===== config.mk =====
export PLATFORM = sky130hd
export DESIGN_NAME = dps_serial_control
export DESIGN_NICKNAME = d
export VERILOG_FILES = /design/src/hdl/dps_loop_section.v /design/src/hdl/dps_serial_control.v
export VERILOG_INCLUDE_DIRS = /design/src /design/src/hdl
export SDC_FILE = /design/constraint.sdc
export NUM_CORES = 1
export LEC_CHECK = 0
export ABC_AREA = 1
export ABC_CLOCK_PERIOD_IN_PS = 4220
export BUFFER_PORTS_ARGS = -buffer_cell sky130_fd_sc_hd__buf_2
export CAP_MARGIN = 20
export CORE_MARGIN = 4
export CORE_UTILIZATION = 55
export CTS_BUF_LIST = sky130_fd_sc_hd__clkbuf_8
export DETAILED_ROUTE_END_ITERATION = 10
export GPL_TIMING_DRIVEN = 0
export PLACE_DENSITY_LB_ADDON = 0.1
export SLEW_MARGIN = 20
export SYNTH_ARGS = -nofsm -noshare
export SYNTH_HDL_FRONTEND = slang
export SYNTH_HIERARCHICAL = 1
export SYNTH_SLANG_ARGS = --single-unit

===== constraint.sdc =====
create_clock -name clk_sys -period 4.22 [get_ports clk_sys]
set_input_delay 0.211 -clock clk_sys [delete_from_list [all_inputs] [get_ports clk_sys]]
set_output_delay 0.211 -clock clk_sys [all_outputs]
set_load 0.03 [all_outputs]

===== src/hdl/dps_map.vh =====
// bit positions, codes and timing constants of the dual loop serial control
`ifndef DPS_MAP_VH
`define DPS_MAP_VH

`define DPS_WORD_W      24
`define DPS_LATCH_RST   24'h000000
`define DPS_CTL_HI      1
`define DPS_CTL_LO      0
`define DPS_DST_IF_REF  2'h0
`define DPS_DST_IF_DIV  2'h1
`define DPS_DST_RF_REF  2'h2
`define DPS_DST_RF_DIV  2'h3

`define DPS_R_HI        16
`define DPS_R_LO        2
`define DPS_POL         17
`define DPS_TRI         18
`define DPS_SEL_LO      19
`define DPS_SEL_HI      20
`define DPS_CUR_HI      23
`define DPS_CUR_LO      21

`define DPS_A_HI        7
`define DPS_A_LO        2
`define DPS_B_HI        19
`define DPS_B_LO        8
`define DPS_PS_HI       21
`define DPS_PS_LO       20
`define DPS_PD          22
`define DPS_GAIN        23

`define DPS_MX_LOW      4'h0
`define DPS_MX_IF_DLK   4'h1
`define DPS_MX_IF_NDIV  4'h2
`define DPS_MX_IF_ALK   4'h3
`define DPS_MX_RF_DLK   4'h4
`define DPS_MX_IF_RDIV  4'h5
`define DPS_MX_BOTH_ALK 4'h6
`define DPS_MX_RF_RDIV  4'h7
`define DPS_MX_RF_NDIV  4'h8
`define DPS_MX_IF_RST   4'h9
`define DPS_MX_RF_RST   4'hA
`define DPS_MX_BOTH_RST 4'hB
`define DPS_MX_RF_ALK   4'hC
`define DPS_MX_FAST     4'hD
`define DPS_MX_HIGH     4'hE

`define DPS_SY_DATA     0
`define DPS_SY_SCLK     1
`define DPS_SY_LOAD     2
`define DPS_SY_REF      3
`define DPS_SY_IFFB     4
`define DPS_SY_RFFB     5
`define DPS_SY_W        6

`define DPS_CLK_NS      5
`define DPS_ABL_NS      3
`define DPS_LOCK_IN_NS  15
`define DPS_UNLOCK_NS   25
`define DPS_LOCK_RUN    2'h3

`endif


===== src/hdl/dps_loop_section.v =====
// one synthesizer loop: dividers, phase comparator, lock detect, power-down
`timescale 1ns/100ps
`include "dps_map.vh"
module dps_loop_section (
    input  wire        clk_sys,
    input  wire        resetn,
    input  wire        ref_rise,
    input  wire        fb_rise,
    input  wire [14:0] r_count,
    input  wire [5:0]  a_count,
    input  wire [11:0] b_count,
    input  wire        polarity,
    input  wire        pump_tristate,
    input  wire        counter_reset,
    input  wire        powerdown_bit,
    output wire        pump_up,
    output wire        pump_dn,
    output wire        pump_hiz,
    output reg         dlock_q,
    output wire        alock_level,
    output wire        powered,
    output wire        modulus_ctl,
    output reg         r_pulse_q,
    output reg         n_pulse_q
);
    localparam PW_ON  = 2'b00;
    localparam PW_HIZ = 2'b01;
    localparam PW_OFF = 2'b10;
    // least time rounds up, longest rounds down, never below one cycle
    localparam [2:0] ABL_CYC_RAW = (`DPS_ABL_NS + `DPS_CLK_NS - 1) / `DPS_CLK_NS;
    localparam [2:0] ABL_CYC     = (ABL_CYC_RAW == 3'h0) ? 3'h1 : ABL_CYC_RAW;
    localparam [7:0] LOCK_IN_CYC = `DPS_LOCK_IN_NS / `DPS_CLK_NS;
    localparam [7:0] UNLOCK_CYC  = `DPS_UNLOCK_NS / `DPS_CLK_NS;

    reg  [1:0]  pw_q;
    reg  [1:0]  pw_d;
    reg  [14:0] r_cnt_q;
    reg  [5:0]  a_cnt_q;
    reg  [11:0] b_cnt_q;
    reg         up_q;
    reg         dn_q;
    reg  [2:0]  abl_q;
    reg  [7:0]  err_q;
    reg  [1:0]  good_q;
    wire        hold;
    wire [14:0] r_next;
    wire [11:0] b_next;

    always @* begin
        pw_d = pw_q;
        case (pw_q)
            PW_ON: begin
                if (powerdown_bit) begin
                    pw_d = pump_tristate ? PW_OFF : PW_HIZ;
                end
            end
            PW_HIZ:  pw_d = powerdown_bit ? PW_OFF : PW_ON;
            PW_OFF: begin
                if (!powerdown_bit) begin
                    pw_d = PW_ON;
                end
            end
            default: pw_d = PW_ON;
        endcase
    end

    assign hold        = counter_reset | (pw_q == PW_OFF);
    assign powered     = (pw_q != PW_OFF);
    assign pump_hiz    = pump_tristate | counter_reset | (pw_q != PW_ON);
    assign pump_up     = polarity ? up_q : dn_q;
    assign pump_dn     = polarity ? dn_q : up_q;
    // low whenever a pump pulse is out: narrow dips once locked
    assign alock_level = ~(up_q | dn_q);
    assign modulus_ctl = (a_cnt_q < a_count);
    assign r_next      = r_cnt_q + 15'h0001;
    assign b_next      = b_cnt_q + 12'h001;

    always @(posedge clk_sys or negedge resetn) begin
        if (!resetn) begin
            pw_q      <= PW_ON;
            r_cnt_q   <= 15'h0000;
            a_cnt_q   <= 6'h00;
            b_cnt_q   <= 12'h000;
            r_pulse_q <= 1'b0;
            n_pulse_q <= 1'b0;
        end else begin
            pw_q      <= pw_d;
            r_pulse_q <= 1'b0;
            n_pulse_q <= 1'b0;
            if (hold) begin
                // both counters parked together so they restart aligned
                r_cnt_q <= 15'h0000;
                a_cnt_q <= 6'h00;
                b_cnt_q <= 12'h000;
            end else begin
                if (ref_rise) begin
                    if (r_next >= r_count) begin
                        r_cnt_q   <= 15'h0000;
                        r_pulse_q <= 1'b1;
                    end else begin
                        r_cnt_q <= r_next;
                    end
                end
                if (fb_rise) begin
                    if (b_next >= b_count) begin
                        a_cnt_q   <= 6'h00;
                        b_cnt_q   <= 12'h000;
                        n_pulse_q <= 1'b1;
                    end else begin
                        b_cnt_q <= b_next;
                        if (modulus_ctl) begin
                            a_cnt_q <= a_cnt_q + 6'h01;
                        end
                    end
                end
            end
        end
    end

    always @(posedge clk_sys or negedge resetn) begin
        if (!resetn) begin
            up_q    <= 1'b0;
            dn_q    <= 1'b0;
            abl_q   <= 3'h0;
            err_q   <= 8'h00;
            good_q  <= 2'h0;
            dlock_q <= 1'b0;
        end else if (hold) begin
            up_q    <= 1'b0;
            dn_q    <= 1'b0;
            abl_q   <= 3'h0;
            err_q   <= 8'h00;
            good_q  <= 2'h0;
            dlock_q <= 1'b0;
        end else if (up_q && dn_q) begin
            // both on: hold for the antibacklash width, then judge the cycle
            if (abl_q + 3'h1 >= ABL_CYC) begin
                up_q  <= 1'b0;
                dn_q  <= 1'b0;
                abl_q <= 3'h0;
                err_q <= 8'h00;
                if (err_q < LOCK_IN_CYC) begin
                    if (good_q == `DPS_LOCK_RUN - 2'h1) begin
                        dlock_q <= 1'b1;
                    end
                    if (good_q != `DPS_LOCK_RUN) begin
                        good_q <= good_q + 2'h1;
                    end
                end else begin
                    good_q <= 2'h0;
                    if (err_q > UNLOCK_CYC) begin
                        dlock_q <= 1'b0;
                    end
                end
            end else begin
                abl_q <= abl_q + 3'h1;
            end
        end else begin
            if (r_pulse_q) begin
                up_q <= 1'b1;
            end
            if (n_pulse_q) begin
                dn_q <= 1'b1;
            end
            if ((up_q ^ dn_q) && (err_q != 8'hFF)) begin
                err_q <= err_q + 8'h01;
            end
        end
    end
endmodule // dps_loop_section


===== src/hdl/dps_serial_control.v =====
// three-wire programmed control of the IF and RF synthesizer loops
`timescale 1ns/100ps
`include "dps_map.vh"
// Functional notes
// - each comparison holds both pump pulses on for a short fixed antibacklash width.
// - test output source chosen by IF and RF select bits of reference latches.
// - digital lock rises after three consecutive cycles with error under 15 ns.
// - digital lock stays until a cycle shows error above 25 ns.
// - analog lock is open drain, high with narrow low dips when locked.
// - host sends MSB first; one bit shifts in per serial clock rise.
// - load strobe rise copies the word into exactly one latch.
// - two lowest bits choose IF ref, IF div, RF ref or RF div.
// - reference latches hold the reference count from bit two upward.
// - IF divider latch holds swallow, main count, prescaler, power-down, gain.
// - RF divider latch uses the IF layout, power-down bit 22, gain 23.
// - combined analog lock shows locked only while both loops are locked.
// - counter reset modes hold counters and tristate the pump per section.
// - released counters restart aligned within one prescaler cycle.
// - fast acquisition grounds the test output while RF gain bit is one.
// - power-down with pump active first tristates the pump, then powers down.
// - power-down with pump already tristated takes effect at the latching strobe.
// - any power-down parks the section counters and debiases its input.
// - shift register and latches keep working during every power-down.
// - latching a zero power-down bit restores the section immediately.
// - IF tristate bit one floats the IF pump, zero is normal.
module dps_serial_control (
    input  wire       clk_sys,
    input  wire       resetn,
    input  wire       ser_data,
    input  wire       ser_clk,
    input  wire       load_strobe,
    input  wire       ref_in,
    input  wire       if_fb_in,
    input  wire       rf_fb_in,
    output reg        test_select_output,
    output reg        test_select_output_oe_n,
    output reg        if_pump_up,
    output reg        if_pump_dn,
    output reg        if_pump_hiz,
    output reg        rf_pump_up,
    output reg        rf_pump_dn,
    output reg        rf_pump_hiz,
    output reg        if_modulus_ctl,
    output reg        rf_modulus_ctl,
    output reg [1:0]  if_prescale_sel,
    output reg [1:0]  rf_prescale_sel,
    output reg [2:0]  if_pump_current_field,
    output reg [2:0]  rf_pump_current_field,
    output reg        if_pump_gain,
    output reg        rf_pump_gain,
    output reg        if_input_bias,
    output reg        rf_input_bias,
    output reg        ref_osc_enable
);
    // per bit: keep the old level unless the two later stages agree
    function [`DPS_SY_W-1:0] agreed;
        input [`DPS_SY_W-1:0] s2;
        input [`DPS_SY_W-1:0] s3;
        input [`DPS_SY_W-1:0] old;
        begin
            agreed = (~(s2 ^ s3) & s3) | ((s2 ^ s3) & old);
        end
    endfunction

    // a floated pump never shows a pulse on its pin
    function gate_pump;
        input pulse;
        input hiz;
        begin
            gate_pump = pulse & ~hiz;
        end
    endfunction

    function mode_is;
        input [3:0] code;
        input [3:0] first;
        input [3:0] second;
        begin
            mode_is = (code == first) || (code == second);
        end
    endfunction

    reg  [`DPS_SY_W-1:0]   sy1_q;
    reg  [`DPS_SY_W-1:0]   sy2_q;
    reg  [`DPS_SY_W-1:0]   sy3_q;
    reg  [`DPS_SY_W-1:0]   lvl_q;
    reg  [`DPS_SY_W-1:0]   rise_q;
    wire [`DPS_SY_W-1:0]   lvl_d;
    wire [`DPS_SY_W-1:0]   pins;

    reg  [`DPS_WORD_W-1:0] shift_q;
    reg  [`DPS_WORD_W-1:0] if_reference_latch_q;
    reg  [`DPS_WORD_W-1:0] if_divider_latch_q;
    reg  [`DPS_WORD_W-1:0] rf_reference_latch_q;
    reg  [`DPS_WORD_W-1:0] rf_divider_latch_q;

    wire [3:0] mux_code;
    wire       if_counter_reset;
    wire       rf_counter_reset;
    wire       fast_acq;
    wire       fast_pull;
    reg        mux_d;
    reg        mux_oe_n_d;

    wire       if_up;
    wire       if_dn;
    wire       if_hiz;
    wire       if_dlock;
    wire       if_alock;
    wire       if_pw;
    wire       if_mod;
    wire       if_rdiv;
    wire       if_ndiv;
    wire       rf_up;
    wire       rf_dn;
    wire       rf_hiz;
    wire       rf_dlock;
    wire       rf_alock;
    wire       rf_pw;
    wire       rf_mod;
    wire       rf_rdiv;
    wire       rf_ndiv;

    assign pins  = {rf_fb_in, if_fb_in, ref_in, load_strobe, ser_clk, ser_data};
    assign lvl_d = agreed(sy2_q, sy3_q, lvl_q);

    // pins are asynchronous to clk_sys; three stages and an agreement check
    always @(posedge clk_sys or negedge resetn) begin
        if (!resetn) begin
            sy1_q  <= {`DPS_SY_W{1'b0}};
            sy2_q  <= {`DPS_SY_W{1'b0}};
            sy3_q  <= {`DPS_SY_W{1'b0}};
            lvl_q  <= {`DPS_SY_W{1'b0}};
            rise_q <= {`DPS_SY_W{1'b0}};
        end else begin
            sy1_q  <= pins;
            sy2_q  <= sy1_q;
            sy3_q  <= sy2_q;
            lvl_q  <= lvl_d;
            rise_q <= lvl_d & ~lvl_q;
        end
    end

    // shifting and latching never depend on power-down state
    always @(posedge clk_sys or negedge resetn) begin
        if (!resetn) begin
            shift_q              <= `DPS_LATCH_RST;
            if_reference_latch_q <= `DPS_LATCH_RST;
            if_divider_latch_q   <= `DPS_LATCH_RST;
            rf_reference_latch_q <= `DPS_LATCH_RST;
            rf_divider_latch_q   <= `DPS_LATCH_RST;
        end else begin
            if (rise_q[`DPS_SY_SCLK]) begin
                // earlier bits move up, so the first bit sent ends as bit 23
                shift_q <= {shift_q[`DPS_WORD_W-2:0], lvl_q[`DPS_SY_DATA]};
            end
            if (rise_q[`DPS_SY_LOAD]) begin
                case (shift_q[`DPS_CTL_HI:`DPS_CTL_LO])
                    `DPS_DST_IF_REF: if_reference_latch_q <= shift_q;
                    `DPS_DST_IF_DIV: if_divider_latch_q   <= shift_q;
                    `DPS_DST_RF_REF: rf_reference_latch_q <= shift_q;
                    `DPS_DST_RF_DIV: rf_divider_latch_q   <= shift_q;
                    default:         if_reference_latch_q <= if_reference_latch_q;
                endcase
            end
        end
    end

    assign mux_code = {rf_reference_latch_q[`DPS_SEL_HI], rf_reference_latch_q[`DPS_SEL_LO],
                       if_reference_latch_q[`DPS_SEL_HI], if_reference_latch_q[`DPS_SEL_LO]};
    assign if_counter_reset = mode_is(mux_code, `DPS_MX_IF_RST, `DPS_MX_BOTH_RST);
    assign rf_counter_reset = mode_is(mux_code, `DPS_MX_RF_RST, `DPS_MX_BOTH_RST);
    assign fast_acq         = (mux_code == `DPS_MX_FAST);
    assign fast_pull        = fast_acq & rf_divider_latch_q[`DPS_GAIN];

    dps_loop_section u_if_loop (
        .clk_sys       (clk_sys),
        .resetn        (resetn),
        .ref_rise      (rise_q[`DPS_SY_REF]),
        .fb_rise       (rise_q[`DPS_SY_IFFB]),
        .r_count       (if_reference_latch_q[`DPS_R_HI:`DPS_R_LO]),
        .a_count       (if_divider_latch_q[`DPS_A_HI:`DPS_A_LO]),
        .b_count       (if_divider_latch_q[`DPS_B_HI:`DPS_B_LO]),
        .polarity      (if_reference_latch_q[`DPS_POL]),
        .pump_tristate (if_reference_latch_q[`DPS_TRI]),
        .counter_reset (if_counter_reset),
        .powerdown_bit (if_divider_latch_q[`DPS_PD]),
        .pump_up       (if_up),
        .pump_dn       (if_dn),
        .pump_hiz      (if_hiz),
        .dlock_q       (if_dlock),
        .alock_level   (if_alock),
        .powered       (if_pw),
        .modulus_ctl   (if_mod),
        .r_pulse_q     (if_rdiv),
        .n_pulse_q     (if_ndiv)
    );

    dps_loop_section u_rf_loop (
        .clk_sys       (clk_sys),
        .resetn        (resetn),
        .ref_rise      (rise_q[`DPS_SY_REF]),
        .fb_rise       (rise_q[`DPS_SY_RFFB]),
        .r_count       (rf_reference_latch_q[`DPS_R_HI:`DPS_R_LO]),
        .a_count       (rf_divider_latch_q[`DPS_A_HI:`DPS_A_LO]),
        .b_count       (rf_divider_latch_q[`DPS_B_HI:`DPS_B_LO]),
        .polarity      (rf_reference_latch_q[`DPS_POL]),
        .pump_tristate (rf_reference_latch_q[`DPS_TRI]),
        .counter_reset (rf_counter_reset),
        .powerdown_bit (rf_divider_latch_q[`DPS_PD]),
        .pump_up       (rf_up),
        .pump_dn       (rf_dn),
        .pump_hiz      (rf_hiz),
        .dlock_q       (rf_dlock),
        .alock_level   (rf_alock),
        .powered       (rf_pw),
        .modulus_ctl   (rf_mod),
        .r_pulse_q     (rf_rdiv),
        .n_pulse_q     (rf_ndiv)
    );

    // oe_n low means the pin is driven; open-drain modes only ever pull low
    always @* begin
        mux_d      = 1'b0;
        mux_oe_n_d = 1'b0;
        case (mux_code)
            `DPS_MX_LOW:      mux_d = 1'b0;
            `DPS_MX_HIGH:     mux_d = 1'b1;
            `DPS_MX_IF_DLK:   mux_d = if_dlock;
            `DPS_MX_RF_DLK:   mux_d = rf_dlock;
            `DPS_MX_IF_NDIV:  mux_d = if_ndiv;
            `DPS_MX_RF_NDIV:  mux_d = rf_ndiv;
            `DPS_MX_IF_RDIV:  mux_d = if_rdiv;
            `DPS_MX_RF_RDIV:  mux_d = rf_rdiv;
            `DPS_MX_IF_ALK:   mux_oe_n_d = if_alock;
            `DPS_MX_RF_ALK:   mux_oe_n_d = rf_alock;
            `DPS_MX_BOTH_ALK: mux_oe_n_d = if_alock & rf_alock;
            `DPS_MX_FAST:     mux_oe_n_d = ~fast_pull;
            default:          mux_d = 1'b0;
        endcase
    end

    // every output is registered to keep pin timing independent of decode depth
    always @(posedge clk_sys or negedge resetn) begin
        if (!resetn) begin
            test_select_output      <= 1'b0;
            test_select_output_oe_n <= 1'b0;
            if_modulus_ctl          <= 1'b0;
            rf_modulus_ctl          <= 1'b0;
            if_input_bias           <= 1'b0;
            rf_input_bias           <= 1'b0;
            ref_osc_enable          <= 1'b0;
        end else begin
            test_select_output      <= mux_d;
            test_select_output_oe_n <= mux_oe_n_d;
            if_modulus_ctl          <= if_mod;
            rf_modulus_ctl          <= rf_mod;
            if_input_bias           <= if_pw;
            rf_input_bias           <= rf_pw;
            // reference buffer stays up unless both sections are down
            ref_osc_enable          <= if_pw | rf_pw;
        end
    end

    // pumps come out of reset floated
    always @(posedge clk_sys or negedge resetn) begin
        if (!resetn) begin
            if_pump_up              <= 1'b0;
            if_pump_dn              <= 1'b0;
            if_pump_hiz             <= 1'b1;
            rf_pump_up              <= 1'b0;
            rf_pump_dn              <= 1'b0;
            rf_pump_hiz             <= 1'b1;
        end else begin
            if_pump_up              <= gate_pump(if_up, if_hiz);
            if_pump_dn              <= gate_pump(if_dn, if_hiz);
            if_pump_hiz             <= if_hiz;
            rf_pump_up              <= gate_pump(rf_up, rf_hiz);
            rf_pump_dn              <= gate_pump(rf_dn, rf_hiz);
            rf_pump_hiz             <= rf_hiz;
        end
    end

    // plain copies of latch fields for the analog side
    always @(posedge clk_sys or negedge resetn) begin
        if (!resetn) begin
            if_prescale_sel         <= 2'h0;
            rf_prescale_sel         <= 2'h0;
            if_pump_current_field   <= 3'h0;
            rf_pump_current_field   <= 3'h0;
            if_pump_gain            <= 1'b0;
            rf_pump_gain            <= 1'b0;
        end else begin
            if_prescale_sel         <= if_divider_latch_q[`DPS_PS_HI:`DPS_PS_LO];
            rf_prescale_sel         <= rf_divider_latch_q[`DPS_PS_HI:`DPS_PS_LO];
            if_pump_current_field   <= if_reference_latch_q[`DPS_CUR_HI:`DPS_CUR_LO];
            rf_pump_current_field   <= rf_reference_latch_q[`DPS_CUR_HI:`DPS_CUR_LO];
            if_pump_gain            <= if_divider_latch_q[`DPS_GAIN];
            rf_pump_gain            <= rf_divider_latch_q[`DPS_GAIN];
        end
    end
endmodule // dps_serial_control


==> metrics.txt <==
# TYPE chip_impl_metric gauge
chip_impl_metric{name="instances_no_fill",unit=""} 2109
chip_impl_metric{name="drt-wirelength-per-cell",unit="um"} 14.1
chip_impl_metric{name="first_global_vias",unit=""} 10600
chip_impl_metric{name="synth_seq_area_share",unit="%"} 49.2
chip_impl_metric{name="pwr_density_cell",unit="nW/um^2"} 444
chip_impl_metric{name="fin_area",unit="um^2"} 15500
chip_impl_metric{name="portBuffers",unit=""} 32
chip_impl_info{name="crit_family",value="simple AND/OR/NAND/NOR gates"} 1
chip_impl_metric{name="hpwlAfterDp",unit="um"} 21200
chip_impl_metric{name="cts.sink_count",unit=""} 272
chip_impl_metric{name="remaining_drc_errors",unit=""} 0
chip_impl_metric{name="cts_buffers",unit=""} 46
chip_impl_metric{name="place.detailed.instances",unit=""} 2018
chip_impl_metric{name="dieWidth",unit="um"} 167
chip_impl_metric{name="grt_pass1_wl",unit="um"} 50800
chip_impl_metric{name="detailedRoute.firstPassIterationCount",unit=""} 7
chip_impl_metric{name="clock_insertion_delay_worst_skew",unit="ns"} 0.57
chip_impl_metric{name="std_cell_rows",unit=""} 57
chip_impl_metric{name="routed-via-count",unit=""} 10800
chip_impl_metric{name="worstMarginPinSlew",unit="ns"} 0.735
chip_impl_info{name="holdCritPathClass",value="input port to async pin"} 1
chip_impl_metric{name="achievable-frequency",unit="MHz"} 334
chip_impl_metric{name="floorplan.initialDensity",unit="%"} 56.4
chip_impl_info{name="synthDominantAreaCellType",value="dfrtp_1"} 1
chip_impl_metric{name="floorplan.die.height",unit="um"} 167
chip_impl_info{name="yosys-top-cells-count",value="nand2_1, dfrtp_1, inv_1"} 1
chip_impl_metric{name="finalCriticalPeriod",unit="ns"} 2.99
chip_impl_metric{name="htreeDepth",unit=""} 2
chip_impl_metric{name="pre_cts_ws",unit="ns"} 1.29
chip_impl_metric{name="syn_area_per_cell",unit="um^2"} 8.34
chip_impl_info{name="clock-root-buffer",value="clkbuf_8"} 1
chip_impl_metric{name="critical_path.max_stage_delay",unit="ns"} 0.50
chip_impl_metric{name="async_reset_ff_share",unit="%"} 100
chip_impl_info{name="critical_path_class",value="register to register"} 1
chip_impl_metric{name="yosys_register_bits",unit=""} 272
chip_impl_metric{name="synth_warnings",unit=""} 6
chip_impl_metric{name="critical_path_buf_inv_count",unit=""} 2
chip_impl_metric{name="drt_wirelength",unit="um"} 29800
chip_impl_metric{name="ios",unit=""} 33
chip_impl_metric{name="postSynthNetCount",unit=""} 1756
chip_impl_metric{name="worstPathMaxFanout",unit=""} 9
chip_impl_metric{name="core-area",unit="um^2"} 24500
chip_impl_metric{name="timing.max_slew.rel_slack",unit="%"} 51.0
chip_impl_metric{name="max-vdd-ir-drop",unit="uV"} 324
chip_impl_metric{name="routed_via_density",unit=""} 5.13
chip_impl_metric{name="finalSetupViolations",unit=""} 0
chip_impl_metric{name="globalRoute.totalOverflow",unit=""} 0
chip_impl_metric{name="grt_use_total",unit="%"} 21.9
chip_impl_metric{name="max_cap_check_violation_count",unit=""} 0
chip_impl_metric{name="syn-cell-area",unit="um^2"} 13800
chip_impl_info{name="outcome",value="finished clean"} 1
chip_impl_info{name="yosysMostFrequentCell",value="nand2_1"} 1
chip_impl_metric{name="detailedRoute.firstIterationViolations",unit=""} 734
chip_impl_info{name="critPathLaunchType",value="register"} 1
chip_impl_metric{name="timing.clock.skew",unit="ns"} 0.0255
chip_impl_info{name="synth-main-ff-cell",value="dfrtp_1"} 1
chip_impl_metric{name="period_utilization_post_route",unit="%"} 70.9
chip_impl_metric{name="clkSlewWorstSetupHoldPaths",unit="ns"} 0.06
chip_impl_info{name="setup.worst_path.end_class",value="register"} 1
chip_impl_info{name="highest_delay_cell_along_the_critical_path",value="nor3_1"} 1
chip_impl_metric{name="die-area",unit="um^2"} 27800
chip_impl_metric{name="hold_viol",unit=""} 0
chip_impl_metric{name="p_leak",unit="nW"} 7.90
chip_impl_info{name="tritoncts",value="built"} 1
chip_impl_metric{name="antenna_found_initial",unit=""} 0
chip_impl_info{name="r2r-start",value="u_if_loop/b_cnt_q[0]$_DFFE_PN0P_"} 1
chip_impl_info{name="worst_path_most_repeated_cell",value="nand2_1"} 1
chip_impl_info{name="rsz_0062_raised_after_global_routing",value="false"} 1
chip_impl_info{name="critical_path.cell_chain",value="ha_1 -> nand2_1 -> nor2_1 -> nand4_1 -> nand2_1 -> inv_1 -> ha_1 -> nand2_1 -> nor2_1 -> nand2_1 -> nor2_1 -> nand2_1 -> nand2_1 -> inv_2 -> nor3_1"} 1
chip_impl_metric{name="synth.distinct_cells",unit=""} 42
chip_impl_metric{name="gp_congestion",unit=""} 0.887
chip_impl_metric{name="drive_above_1_share",unit="%"} 10.7
chip_impl_metric{name="required_time_worst_endpoint",unit="ns"} 4.61
chip_impl_metric{name="timing.final.ws_setup",unit="ns"} 1.23
chip_impl_metric{name="antenna-diode-count",unit=""} 0
chip_impl_metric{name="grt_start_max_net_pins",unit=""} 98
chip_impl_metric{name="detailed_place.area",unit="um^2"} 14500
chip_impl_info{name="timing.critical_path.from",value="u_if_loop/b_cnt_q[0]$_DFFE_PN0P_"} 1
chip_impl_metric{name="postSynthCellCount",unit=""} 1660
chip_impl_metric{name="worst-endpoint-arrival",unit="ns"} 3.38
chip_impl_metric{name="antenna_left",unit=""} 0
chip_impl_metric{name="finish.net_count",unit=""} 1845
chip_impl_metric{name="clock_path_buffers",unit=""} 3
chip_impl_metric{name="area_growth",unit="%"} 12.3
chip_impl_metric{name="synth_edf_count",unit=""} 0
chip_impl_metric{name="yosysTopAreaCellShare",unit="%"} 48.8
chip_impl_info{name="synth_top_cells_by_area",value="dfrtp_1, nand2_1, ha_1, inv_1, o21ai_0"} 1
chip_impl_metric{name="timing_max_transition_violations_final",unit=""} 0
cell type report:
class	count	area, um^2
well taps	324	405
repair buffers	41	295
clock inverters	30	254
clock buffers	54	743
fillers	2135	8990
inverters	256	963
multi-input cells	1099	5880
plain buffers	33	189
flip-flops and latches	272	6810
layout by cell type, fill, tap and decap left out, types with 10 or more instances in the layout:
| cell | n |
|---|---|
| nand2_1 | 448 |
| dfrtp_1 | 270 |
| inv_1 | 262 |
| o21ai_0 | 187 |
| nor2_1 | 101 |
| ha_1 | 88 |
| nand3_1 | 70 |
| clkbuf_8 | 54 |
| buf_2 | 47 |
| nand4_1 | 36 |
| a21oi_1 | 26 |
| nor3_1 | 24 |
| xor2_1 | 23 |
| clkbuf_2 | 11 |
| clkinv_2 | 11 |
| nor3_2 | 10 |
| a21o_1 | 10 |
| o21ai_1 | 10 |
stage by stage:
stage	utilization, %	setup TNS [ns]	hold WS [ns]	total power [mW]
after floorplan	-	0	-0.0846	4.00
after global placement	58.7	-536.64	0.319	4.38
after detailed placement	59.0	0	0.276	4.44
after CTS	63.3	0	0.246	6.99
after global routing	63.3	0	0.268	7.33
final	63.3	0	0.232	6.90
worst reg2reg max path: cells and delay by family (launching register included):
| family | cells | cell delay, ns |
|---|---|---|
| flip-flops | 1 | 0.41 |
| adder cells (fa/ha/maj) | 2 | 0.47 |
| buffers and inverters | 2 | 0.17 |
| AND/OR/NAND/NOR | 11 | 1.74 |
power by group:
group          internal (mW)  leakage [nW]  total [mW]  switching [mW]
registers               2.82          3.67        2.97           0.156
logic                  0.459          3.66        1.42           0.963
clock network           1.43         0.568        2.51            1.08
metal layers:
metal / up-vias / part of all wire, % / global-route usage (%) / wire length (um)
met5: - / 0 / 0 / 0
met4: 0 / 1.9 / 6.15 / 571
met3: 47 / 3.9 / 3.20 / 1160
met2: 169 / 47 / 35.8 / 13900
met1: 5110 / 48 / 30.7 / 14200
li1: 5494 / - / - / -
worst paths after layout:
path	depth (start not counted)	slack [ns]	end
min	2	0.23	u_rf_loop/err_q[3]$_DFFE_PN0P_
min in group clk_sys	2	0.28	sy1_q[1]$_DFF_PN0_
max	15	1.23	u_if_loop/n_pulse_q$_DFF_PN0_
max in group asynchronous	3	3.09	u_if_loop/r_cnt_q[11]$_DFFE_PN0P_
min reg2reg	0	0.35	sy2_q[1]$_DFF_PN0_
max reg2reg	15	1.23	u_if_loop/n_pulse_q$_DFF_PN0_
cell families after synthesis:
group | after synthesis | synth area share (%)
buffers and inverters | 289 | 8.33
adders and majority gates | 89 | 8.03
and+or+nand+nor | 734 | 23.2
xor gates and xnor gates | 29 | 1.84
DFF | 272 | 49.2
AOI/OAI and AO/OA | 247 | 9.46
sequential cells by signal, summed over array words and instances (netlist names), 6 cells and up, named ones only:
name	flops
if_divider_latch_q	22
if_reference_latch_q	22
rf_divider_latch_q	22
rf_reference_latch_q	22
shift_q	24
sy1_q	6
sy2_q	6
sy3_q	6
u_if_loop/a_cnt_q	6
u_if_loop/b_cnt_q	12
u_if_loop/err_q	8
u_if_loop/r_cnt_q	15
u_rf_loop/a_cnt_q	6
u_rf_loop/b_cnt_q	12
u_rf_loop/err_q	8
u_rf_loop/r_cnt_q	15
timing repair:
item	in CTS	in global routing
hold buffers	7	0
setup endpoints to repair	0	0
resized for setup	0	0
buffers inserted	0	0
endpoints found under the hold margin	97	0
No activity file was read; power rests on OpenSTA's default activity.
